<file path="src/fcb_pkg.sv">
// Constants and carrier types for the equaliser filter coefficient bank.
// Assumes a 32-bit AXI4-Lite register bus and a 200 MHz core clock.
`default_nettype none

package fcb_pkg;

    // Bus geometry
    localparam int unsigned ADDR_W = 16;
    localparam int unsigned DATA_W = 32;

    // Register indices as printed; byte address is four times the index
    localparam logic [ADDR_W-1:0] IDX_CHAN_A_TAP8 = 16'h0429;
    localparam logic [ADDR_W-1:0] IDX_CHAN_B_TAP0 = 16'h0448;
    localparam logic [ADDR_W-1:0] IDX_CHAN_B_TAP1 = 16'h044A;
    localparam logic [ADDR_W-1:0] IDX_CHAN_B_TAP2 = 16'h044C;
    localparam logic [ADDR_W-1:0] IDX_MODE_CTRL = 16'h0460;

    // Coefficient register layout
    localparam int unsigned REG_W = 16;
    localparam int unsigned COEF_W = 12;
    localparam int unsigned COEF_MSB = 11;
    localparam logic [REG_W-1:0] COEF_RESET = 16'h0000;
    localparam int unsigned NUM_TAPS = 4;
    localparam int unsigned TAPS_PER_FILTER = 9;

    // Mode control layout
    localparam int unsigned MODE_SINGLE_BIT = 0;
    localparam logic MODE_RESET = 1'b0;

    // Bus responses
    localparam logic [1:0] RESP_OKAY = 2'h0;
    localparam logic [1:0] RESP_SLVERR = 2'h2;

    // Slot of each tap in the storage array
    typedef enum {
        SLOT_A8,
        SLOT_B0,
        SLOT_B1,
        SLOT_B2
    } fcb_slot_e;

    // Coefficients as the filter datapath sees them
    typedef struct packed {
        logic signed [COEF_W-1:0] chan_a_tap8;
        logic signed [COEF_W-1:0] chan_b_tap0;
        logic signed [COEF_W-1:0] chan_b_tap1;
        logic signed [COEF_W-1:0] chan_b_tap2;
    } fcb_coef_s;

    // Write address and write data channels bundled
    typedef struct packed {
        logic [ADDR_W-1:0] awaddr;
        logic [DATA_W-1:0] wdata;
        logic [DATA_W/8-1:0] wstrb;
    } fcb_wreq_s;

endpackage : fcb_pkg

`default_nettype wire

</file>
<file path="src/fcb_coef_bank.sv">
// Coefficient bank for the ninth channel-A tap and first three channel-B taps.
// Assumes an AXI4-Lite master on MCLK; the filter datapath reads the coefficient outputs.
//
// Register access over AXI4-Lite was left to the implementer.
`default_nettype none

module fcb_coef_bank (
    // Clock, reset, enable
    input wire logic MCLK,
    input wire logic RESET,
    input wire logic CE,
    // AXI4-Lite write address
    input wire logic [fcb_pkg::ADDR_W-1:0] S_AXI_AWADDR,
    input wire logic [2:0] S_AXI_AWPROT,
    input wire logic S_AXI_AWVALID,
    output logic S_AXI_AWREADY,
    // AXI4-Lite write data
    input wire logic [fcb_pkg::DATA_W-1:0] S_AXI_WDATA,
    input wire logic [fcb_pkg::DATA_W/8-1:0] S_AXI_WSTRB,
    input wire logic S_AXI_WVALID,
    output logic S_AXI_WREADY,
    // AXI4-Lite write response
    output logic [1:0] S_AXI_BRESP,
    output logic S_AXI_BVALID,
    input wire logic S_AXI_BREADY,
    // AXI4-Lite read address
    input wire logic [fcb_pkg::ADDR_W-1:0] S_AXI_ARADDR,
    input wire logic [2:0] S_AXI_ARPROT,
    input wire logic S_AXI_ARVALID,
    output logic S_AXI_ARREADY,
    // AXI4-Lite read data
    output logic [fcb_pkg::DATA_W-1:0] S_AXI_RDATA,
    output logic [1:0] S_AXI_RRESP,
    output logic S_AXI_RVALID,
    input wire logic S_AXI_RREADY,
    // Filter datapath side
    output fcb_pkg::fcb_coef_s COEF,
    output logic SINGLE_CHAN,
    output logic CHAN_B_ACTIVE
);

    logic aw_held_q;
    logic w_held_q;
    fcb_pkg::fcb_wreq_s wreq_q;
    logic bvalid_q;
    logic [1:0] bresp_q;
    logic rvalid_q;
    logic [1:0] rresp_q;
    logic [fcb_pkg::DATA_W-1:0] rdata_q;
    logic [fcb_pkg::REG_W-1:0] coef_q [fcb_pkg::NUM_TAPS];
    logic single_q;
    logic do_write;
    logic [fcb_pkg::ADDR_W-1:0] w_idx;
    logic [fcb_pkg::ADDR_W-1:0] r_idx;
    logic [fcb_pkg::NUM_TAPS-1:0] w_hit;
    logic w_mode_hit;
    logic [fcb_pkg::REG_W-1:0] w_lanes;
    logic [fcb_pkg::REG_W-1:0] w_mask;
    logic [fcb_pkg::DATA_W-1:0] r_word;
    logic r_ok;

    // Protection bits and the lanes above bit 15 carry no meaning for this bank
    logic unused_prot;
    assign unused_prot = ^{S_AXI_AWPROT, S_AXI_ARPROT,
                           wreq_q.wdata[fcb_pkg::DATA_W-1:fcb_pkg::REG_W],
                           wreq_q.wstrb[fcb_pkg::DATA_W/8-1:fcb_pkg::REG_W/8]};

    // Readiness drops while frozen so no handshake completes unseen
    assign S_AXI_AWREADY = CE && !aw_held_q;
    assign S_AXI_WREADY = CE && !w_held_q;
    assign S_AXI_ARREADY = CE && !rvalid_q;
    assign S_AXI_BVALID = bvalid_q;
    assign S_AXI_BRESP = bresp_q;
    assign S_AXI_RVALID = rvalid_q;
    assign S_AXI_RRESP = rresp_q;
    assign S_AXI_RDATA = rdata_q;

    // Address and data are caught in either order, then committed together.
    // One process owns the whole request struct so each field has a single driver.
    always_ff @(posedge MCLK) begin
        if (RESET) begin
            aw_held_q <= 1'b0;
            w_held_q <= 1'b0;
            wreq_q <= '0;
        end else if (CE) begin
            if (S_AXI_AWVALID && !aw_held_q) begin
                aw_held_q <= 1'b1;
                wreq_q.awaddr <= S_AXI_AWADDR;
            end else if (do_write) begin
                aw_held_q <= 1'b0;
            end
            if (S_AXI_WVALID && !w_held_q) begin
                w_held_q <= 1'b1;
                wreq_q.wdata <= S_AXI_WDATA;
                wreq_q.wstrb <= S_AXI_WSTRB;
            end else if (do_write) begin
                w_held_q <= 1'b0;
            end
        end
    end

    assign do_write = CE && aw_held_q && w_held_q && !bvalid_q;
    assign w_idx = {2'b00, wreq_q.awaddr[fcb_pkg::ADDR_W-1:2]};
    assign r_idx = {2'b00, S_AXI_ARADDR[fcb_pkg::ADDR_W-1:2]};

    always_comb begin
        w_hit = '0;
        w_mode_hit = 1'b0;
        if (w_idx == fcb_pkg::IDX_CHAN_A_TAP8) begin
            w_hit[fcb_pkg::SLOT_A8] = 1'b1;
        end else if (w_idx == fcb_pkg::IDX_CHAN_B_TAP0) begin
            w_hit[fcb_pkg::SLOT_B0] = 1'b1;
        end else if (w_idx == fcb_pkg::IDX_CHAN_B_TAP1) begin
            w_hit[fcb_pkg::SLOT_B1] = 1'b1;
        end else if (w_idx == fcb_pkg::IDX_CHAN_B_TAP2) begin
            w_hit[fcb_pkg::SLOT_B2] = 1'b1;
        end else if (w_idx == fcb_pkg::IDX_MODE_CTRL) begin
            w_mode_hit = 1'b1;
        end
    end

    // Only the two low byte lanes reach the 16-bit registers
    assign w_lanes = wreq_q.wdata[fcb_pkg::REG_W-1:0];
    assign w_mask = {{8{wreq_q.wstrb[1]}}, {8{wreq_q.wstrb[0]}}};

    always_ff @(posedge MCLK) begin
        if (RESET) begin
            bvalid_q <= 1'b0;
            bresp_q <= fcb_pkg::RESP_OKAY;
        end else if (CE) begin
            if (do_write) begin
                bvalid_q <= 1'b1;
                bresp_q <= (w_hit != '0 || w_mode_hit) ? fcb_pkg::RESP_OKAY
                                                       : fcb_pkg::RESP_SLVERR;
            end else if (S_AXI_BREADY) begin
                bvalid_q <= 1'b0;
            end
        end
    end

    // Reserved bits 15:12 are writable and kept, as the layout allows
    for (genvar t = 0; t < fcb_pkg::NUM_TAPS; t++) begin : g_tap
        always_ff @(posedge MCLK) begin
            if (RESET) begin
                coef_q[t] <= fcb_pkg::COEF_RESET;
            end else if (CE && do_write && w_hit[t]) begin
                coef_q[t] <= (coef_q[t] & ~w_mask) | (w_lanes & w_mask);
            end
        end
    end

    always_ff @(posedge MCLK) begin
        if (RESET) begin
            single_q <= fcb_pkg::MODE_RESET;
        end else if (CE && do_write && w_mode_hit && wreq_q.wstrb[0]) begin
            single_q <= wreq_q.wdata[fcb_pkg::MODE_SINGLE_BIT];
        end
    end

    // Read mux; coefficient top bit always reads back as zero
    always_comb begin
        r_word = '0;
        r_ok = 1'b1;
        if (r_idx == fcb_pkg::IDX_CHAN_A_TAP8) begin
            r_word[fcb_pkg::REG_W-1:0] = coef_q[fcb_pkg::SLOT_A8];
        end else if (r_idx == fcb_pkg::IDX_CHAN_B_TAP0) begin
            r_word[fcb_pkg::REG_W-1:0] = coef_q[fcb_pkg::SLOT_B0];
        end else if (r_idx == fcb_pkg::IDX_CHAN_B_TAP1) begin
            r_word[fcb_pkg::REG_W-1:0] = coef_q[fcb_pkg::SLOT_B1];
        end else if (r_idx == fcb_pkg::IDX_CHAN_B_TAP2) begin
            r_word[fcb_pkg::REG_W-1:0] = coef_q[fcb_pkg::SLOT_B2];
        end else if (r_idx == fcb_pkg::IDX_MODE_CTRL) begin
            r_word[fcb_pkg::MODE_SINGLE_BIT] = single_q;
        end else begin
            r_ok = 1'b0;
        end
        if (r_idx != fcb_pkg::IDX_MODE_CTRL) begin
            r_word[fcb_pkg::COEF_MSB] = 1'b0;
        end
    end

    always_ff @(posedge MCLK) begin
        if (RESET) begin
            rvalid_q <= 1'b0;
            rresp_q <= fcb_pkg::RESP_OKAY;
            rdata_q <= '0;
        end else if (CE) begin
            if (S_AXI_ARVALID && !rvalid_q) begin
                rvalid_q <= 1'b1;
                rresp_q <= r_ok ? fcb_pkg::RESP_OKAY : fcb_pkg::RESP_SLVERR;
                rdata_q <= r_word;
            end else if (S_AXI_RREADY) begin
                rvalid_q <= 1'b0;
            end
        end
    end

    // Datapath taps come straight from storage so a write applies from the next sample
    // The single-channel filter reuses the channel-A ninth tap; it is the last of nine
    assign COEF = {
        coef_q[fcb_pkg::SLOT_A8][fcb_pkg::COEF_W-1:0],
        coef_q[fcb_pkg::SLOT_B0][fcb_pkg::COEF_W-1:0],
        coef_q[fcb_pkg::SLOT_B1][fcb_pkg::COEF_W-1:0],
        coef_q[fcb_pkg::SLOT_B2][fcb_pkg::COEF_W-1:0]
    };
    assign SINGLE_CHAN = single_q;
    // Channel-B taps are only meaningful in dual-channel mode
    assign CHAN_B_ACTIVE = !single_q;

endmodule : fcb_coef_bank

`default_nettype wire

</file>
<file path="config.mk">
export PLATFORM = sky130hd
export DESIGN_NAME = fcb_coef_bank
export DESIGN_NICKNAME = d
export VERILOG_FILES = /design/src/fcb_pkg.sv /design/src/fcb_coef_bank.sv
export SDC_FILE = /design/constraint.sdc
export NUM_CORES = 1
export LEC_CHECK = 0
export BUFFER_PORTS_ARGS = -buffer_cell sky130_fd_sc_hd__buf_2
export CAP_MARGIN = 20
export CELL_PAD_IN_SITES_DETAIL_PLACEMENT = 0
export CELL_PAD_IN_SITES_GLOBAL_PLACEMENT = 1
export CORE_ASPECT_RATIO = 1.1
export CORE_UTILIZATION = 39
export CTS_CLUSTER_SIZE = 8
export DETAILED_ROUTE_END_ITERATION = 8
export PLACE_DENSITY_LB_ADDON = 0.3
export SYNTH_ARGS = -nofsm -noshare
export SYNTH_HDL_FRONTEND = slang
export SYNTH_SLANG_ARGS = --single-unit
export TNS_END_PERCENT = 100
</file>
<file path="constraint.sdc">
create_clock -name MCLK -period 2.93 [get_ports MCLK]
set_input_delay 0.4395 -clock MCLK [delete_from_list [all_inputs] [get_ports MCLK]]
set_output_delay 0.4395 -clock MCLK [all_outputs]
set_load 0.005 [all_outputs]
</file>
==> flow_summary_export.csv <==
group,metric,value,unit
worst_hold_path,hold_start,"S_AXI_AWADDR[8]",
finish,multiInputGateArea,2480,um2
critical_path,cp-start-kind,"flop",
sta,fin_skew,0.00477,ns
clock_network,htree_levels,4,
detailed_routing,vias,4756,
worst_hold_path,hold_class,"in2reg",
finish,drive_gt1_share,25.0,%
critical_path,worstPathRequired,2.98,ns
place,placed_cell_area,6470,um2
sta,setup_ws,0.564,ns
global_routing,grt_pass1_vias,4690,
clock_network,root_buffer,"clkbuf_16",
floorplan,io_pins,173,
global_routing,track_usage,21.3,%
worst_hold_path,hold_end,"w_idx[6]",
critical_path,r2r-start,"w_idx[13]",
critical_path,crit_type,"reg2reg",
worst_hold_path,whs_path_depth,3,
place,pre_cts_ws,0.502,ns
clock_network,cts_buffer_depth,2,
clock_network,clkTransAtPathRegs,0.05,ns
place,io_buffers,126,
yosys,synthesis.area,6110,um2
sta,setup_viol,0,
detailed_routing,wl_per_cell,18.2,um
clock_network,cts_setup_buffers,0,
yosys,yosys.area.top_type,"edfxtp_1",
global_routing,grt_pass1_wl,25900,um
power_and_ir_drop,ir_drop,0.000362,V
yosys,synth.distinct_cells,58,
sta,relSlewSlack,54.1,%
detailed_routing,via_per_inst,5.15,
critical_path,rr_worst_depth,3,
global_routing,grt_max_degree,41,
detailed_routing,drt_pass1_iterations,5,
detailed_routing,routed_wl,16800,um
floorplan,die_area,16200,um2
clock_network,cts_buffers,17,
sta,rsz0062_at_grt,"false",
yosys,ys_async_sr_fraction,0,%
sta,fin_crit,2.37,ns
critical_path,worstReg2RegEnd,"coef_q[2][11]",
clock_network,cts_tree,"yes",
floorplan,die_w,121,um
finish,final_area,7030,um2
finish,fin_nets,796,
global_routing,gr-total-overflow,0,
clock_network,cts_hold_buf,0,
detailed_routing,drc,0,
yosys,yosys_warnings,0,
sta,max_freq,423,MHz
yosys,synth_edf_count,64,
global_routing,antenna_found_initial,0,
finish,n_antenna_cell,0,
place,hpwl,11800,um
power_and_ir_drop,cellPowerDensity,588,nW/um2
critical_path,cp_data_arrival_time,2.42,ns
sta,maxSlewViolCount,0,
floorplan,fp-row-count,47,
finish,utilization,46.3,%
finish,register_area,3020,um2
sta,setup_tns,0,ns
yosys,synth-seq-area-share,49.5,%
sta,period_share,80.8,%
detailed_routing,drt_iter0_markers,341,
critical_path,cp-end-kind,"flop",
yosys,synth_area_leaders,"edfxtp_1, dfxtp_1, a21oi_1",
clock_network,insertion_delay,0.42,ns
critical_path,regToRegSetupSlack,0.56,ns
status,status,"finished clean",
clock_network,cts_sinks,119,
critical_path,startpoint,"w_idx[13]",
floorplan,core_area,15200,um2
yosys,synth_cells,641,
yosys,ys_seq_elements,119,
finish,fill_cells,1504,
clock_network,cts_resized,0,
finish,area_growth,15.2,%
place,place_congestion,0.860,
yosys,synth_ff_type,"edfxtp_1",
floorplan,fp.dieH,133,um
sta,worstMarginPinSlew,0.688,ns
power_and_ir_drop,leakage,2.68,nW
detailed_routing,ant_nets,0,
floorplan,start_util,40.2,%
run,cap_violations,0,
sta,final_hold_viol_count,0,
yosys,avgSynthCellArea,9.53,um2
yosys,synth_top_area_share,31.5,%
critical_path,crit_fanout,16,
-- worst max-delay path, cell delays in order (launching register included) --
cell and delay [ns]:
dfxtp_1 0.30, or4b_4 0.57, nor4_2 0.46, a31o_2 0.66
-- logic make-up (layout without fill, tap and decap cells) --
kind of cell / after synthesis / after routing / synth area share [%]
other cells: 1 / 18 / 0.0614
simple gates: 245 / 245 / 22.9
compound gates: 165 / 165 / 15.4
buf+inv: 103 / 172 / 10.8
mux: 8 / 8 / 1.31
flops: 119 / 119 / 49.5
-- area by class of cell --
cell class	instances	share of cell area, %
Multi-Input combinational cell	436	35.3
Clock buffer	22	6.46
Timing Repair Buffer	136	10.0
Inverter	4	0.214
Sequential cell	119	43.0
Clock inverter	10	1.48
Tap cell	196	3.49
-- metrics by stage --
stage	hold slack, ns	instances	total power, W
2_1_floorplan	0.432	658	0.00209
3_3_place_gp	0.430	891	0.00218
3_5_place_dp	0.437	891	0.00218
4_1_cts	0.246	923	0.00416
5_1_grt	0.252	923	0.00426
6_report	0.260	923	0.00413
-- worst max-delay path by stage --
| stage | to | slack [ns] | cells past startpoint |
|---|---|---|---|
| finish | coef_q[2][11] | 0.56 | 3 |
| global route | coef_q[2][3] | 0.45 | 3 |
| CTS | coef_q[2][3] | 0.53 | 3 |
| detailed placement | coef_q[2][8] | 0.50 | 4 |
| global placement | S_AXI_RDATA[12] | 0.57 | 5 |
| floorplan | coef_q[0][0] | 0.89 | 3 |
-- flip-flops by register name, summed over array words and instances, names as in the netlist --
register      count
w_mask            2
w_lanes          16
S_AXI_BVALID      1
S_AXI_RVALID      1
S_AXI_BRESP       1
w_idx            14
aw_held_q         1
S_AXI_RDATA      16
coef_q           64
w_held_q          1
SINGLE_CHAN       1
S_AXI_RRESP       1
-- synth_stat cells, types with 3 or more instances --
cell type  number
a21oi_1       105
nand2_1       105
nand2b_1       68
buf_4          66
edfxtp_1       64
dfxtp_1        55
clkbuf_1       26
o21ai_0        18
a22oi_1        12
nand3_1        10
mux2i_1         8
nor2b_1         7
nor2_1          6
o22ai_1         6
nor3_1          5
nor4_1          5
a211oi_1        4
a2bb2oi_1       4
buf_2           4
inv_1           4
a31o_2          3
buf_6           3
nand3b_1        3
-- placed cells by master, fill, tap and decap left out, types with 3 or more instances in the layout --
cell type  instances
a211oi_1           4
a21oi_1          105
a22oi_1           12
a2bb2oi_1          4
a31o_2             3
buf_2            126
buf_4             10
clkbuf_1           4
clkbuf_16         17
clkinv_2           7
conb_1            18
dfxtp_1           55
edfxtp_1          64
inv_1              4
mux2i_1            8
nand2_1          105
nand2b_1          68
nand3_1           10
nand3b_1           3
nor2_1             6
nor2b_1            7
nor3_1             5
nor4_1             5
o21ai_0           18
o22ai_1            6
-- routing by layer --
metal	vias up	wire length [um]	global-route usage, %
li1	2338	-	-
met1	2229	7290	27.2
met2	166	8120	34.3
met3	23	1110	5.39
met4	0	309	8.64
met5	-	0	0
-- where the power goes --
| part | internal [W] | total [W] | switching, W |
|---|---|---|---|
| registers | 0.00181 | 0.00186 | 0.0000502 |
| clock network | 0.00126 | 0.00198 | 0.000719 |
| logic | 0.000116 | 0.000289 | 0.000173 |
| total | 0.00319 | 0.00413 | 0.000943 |
Power figures use the tool's default switching activity.
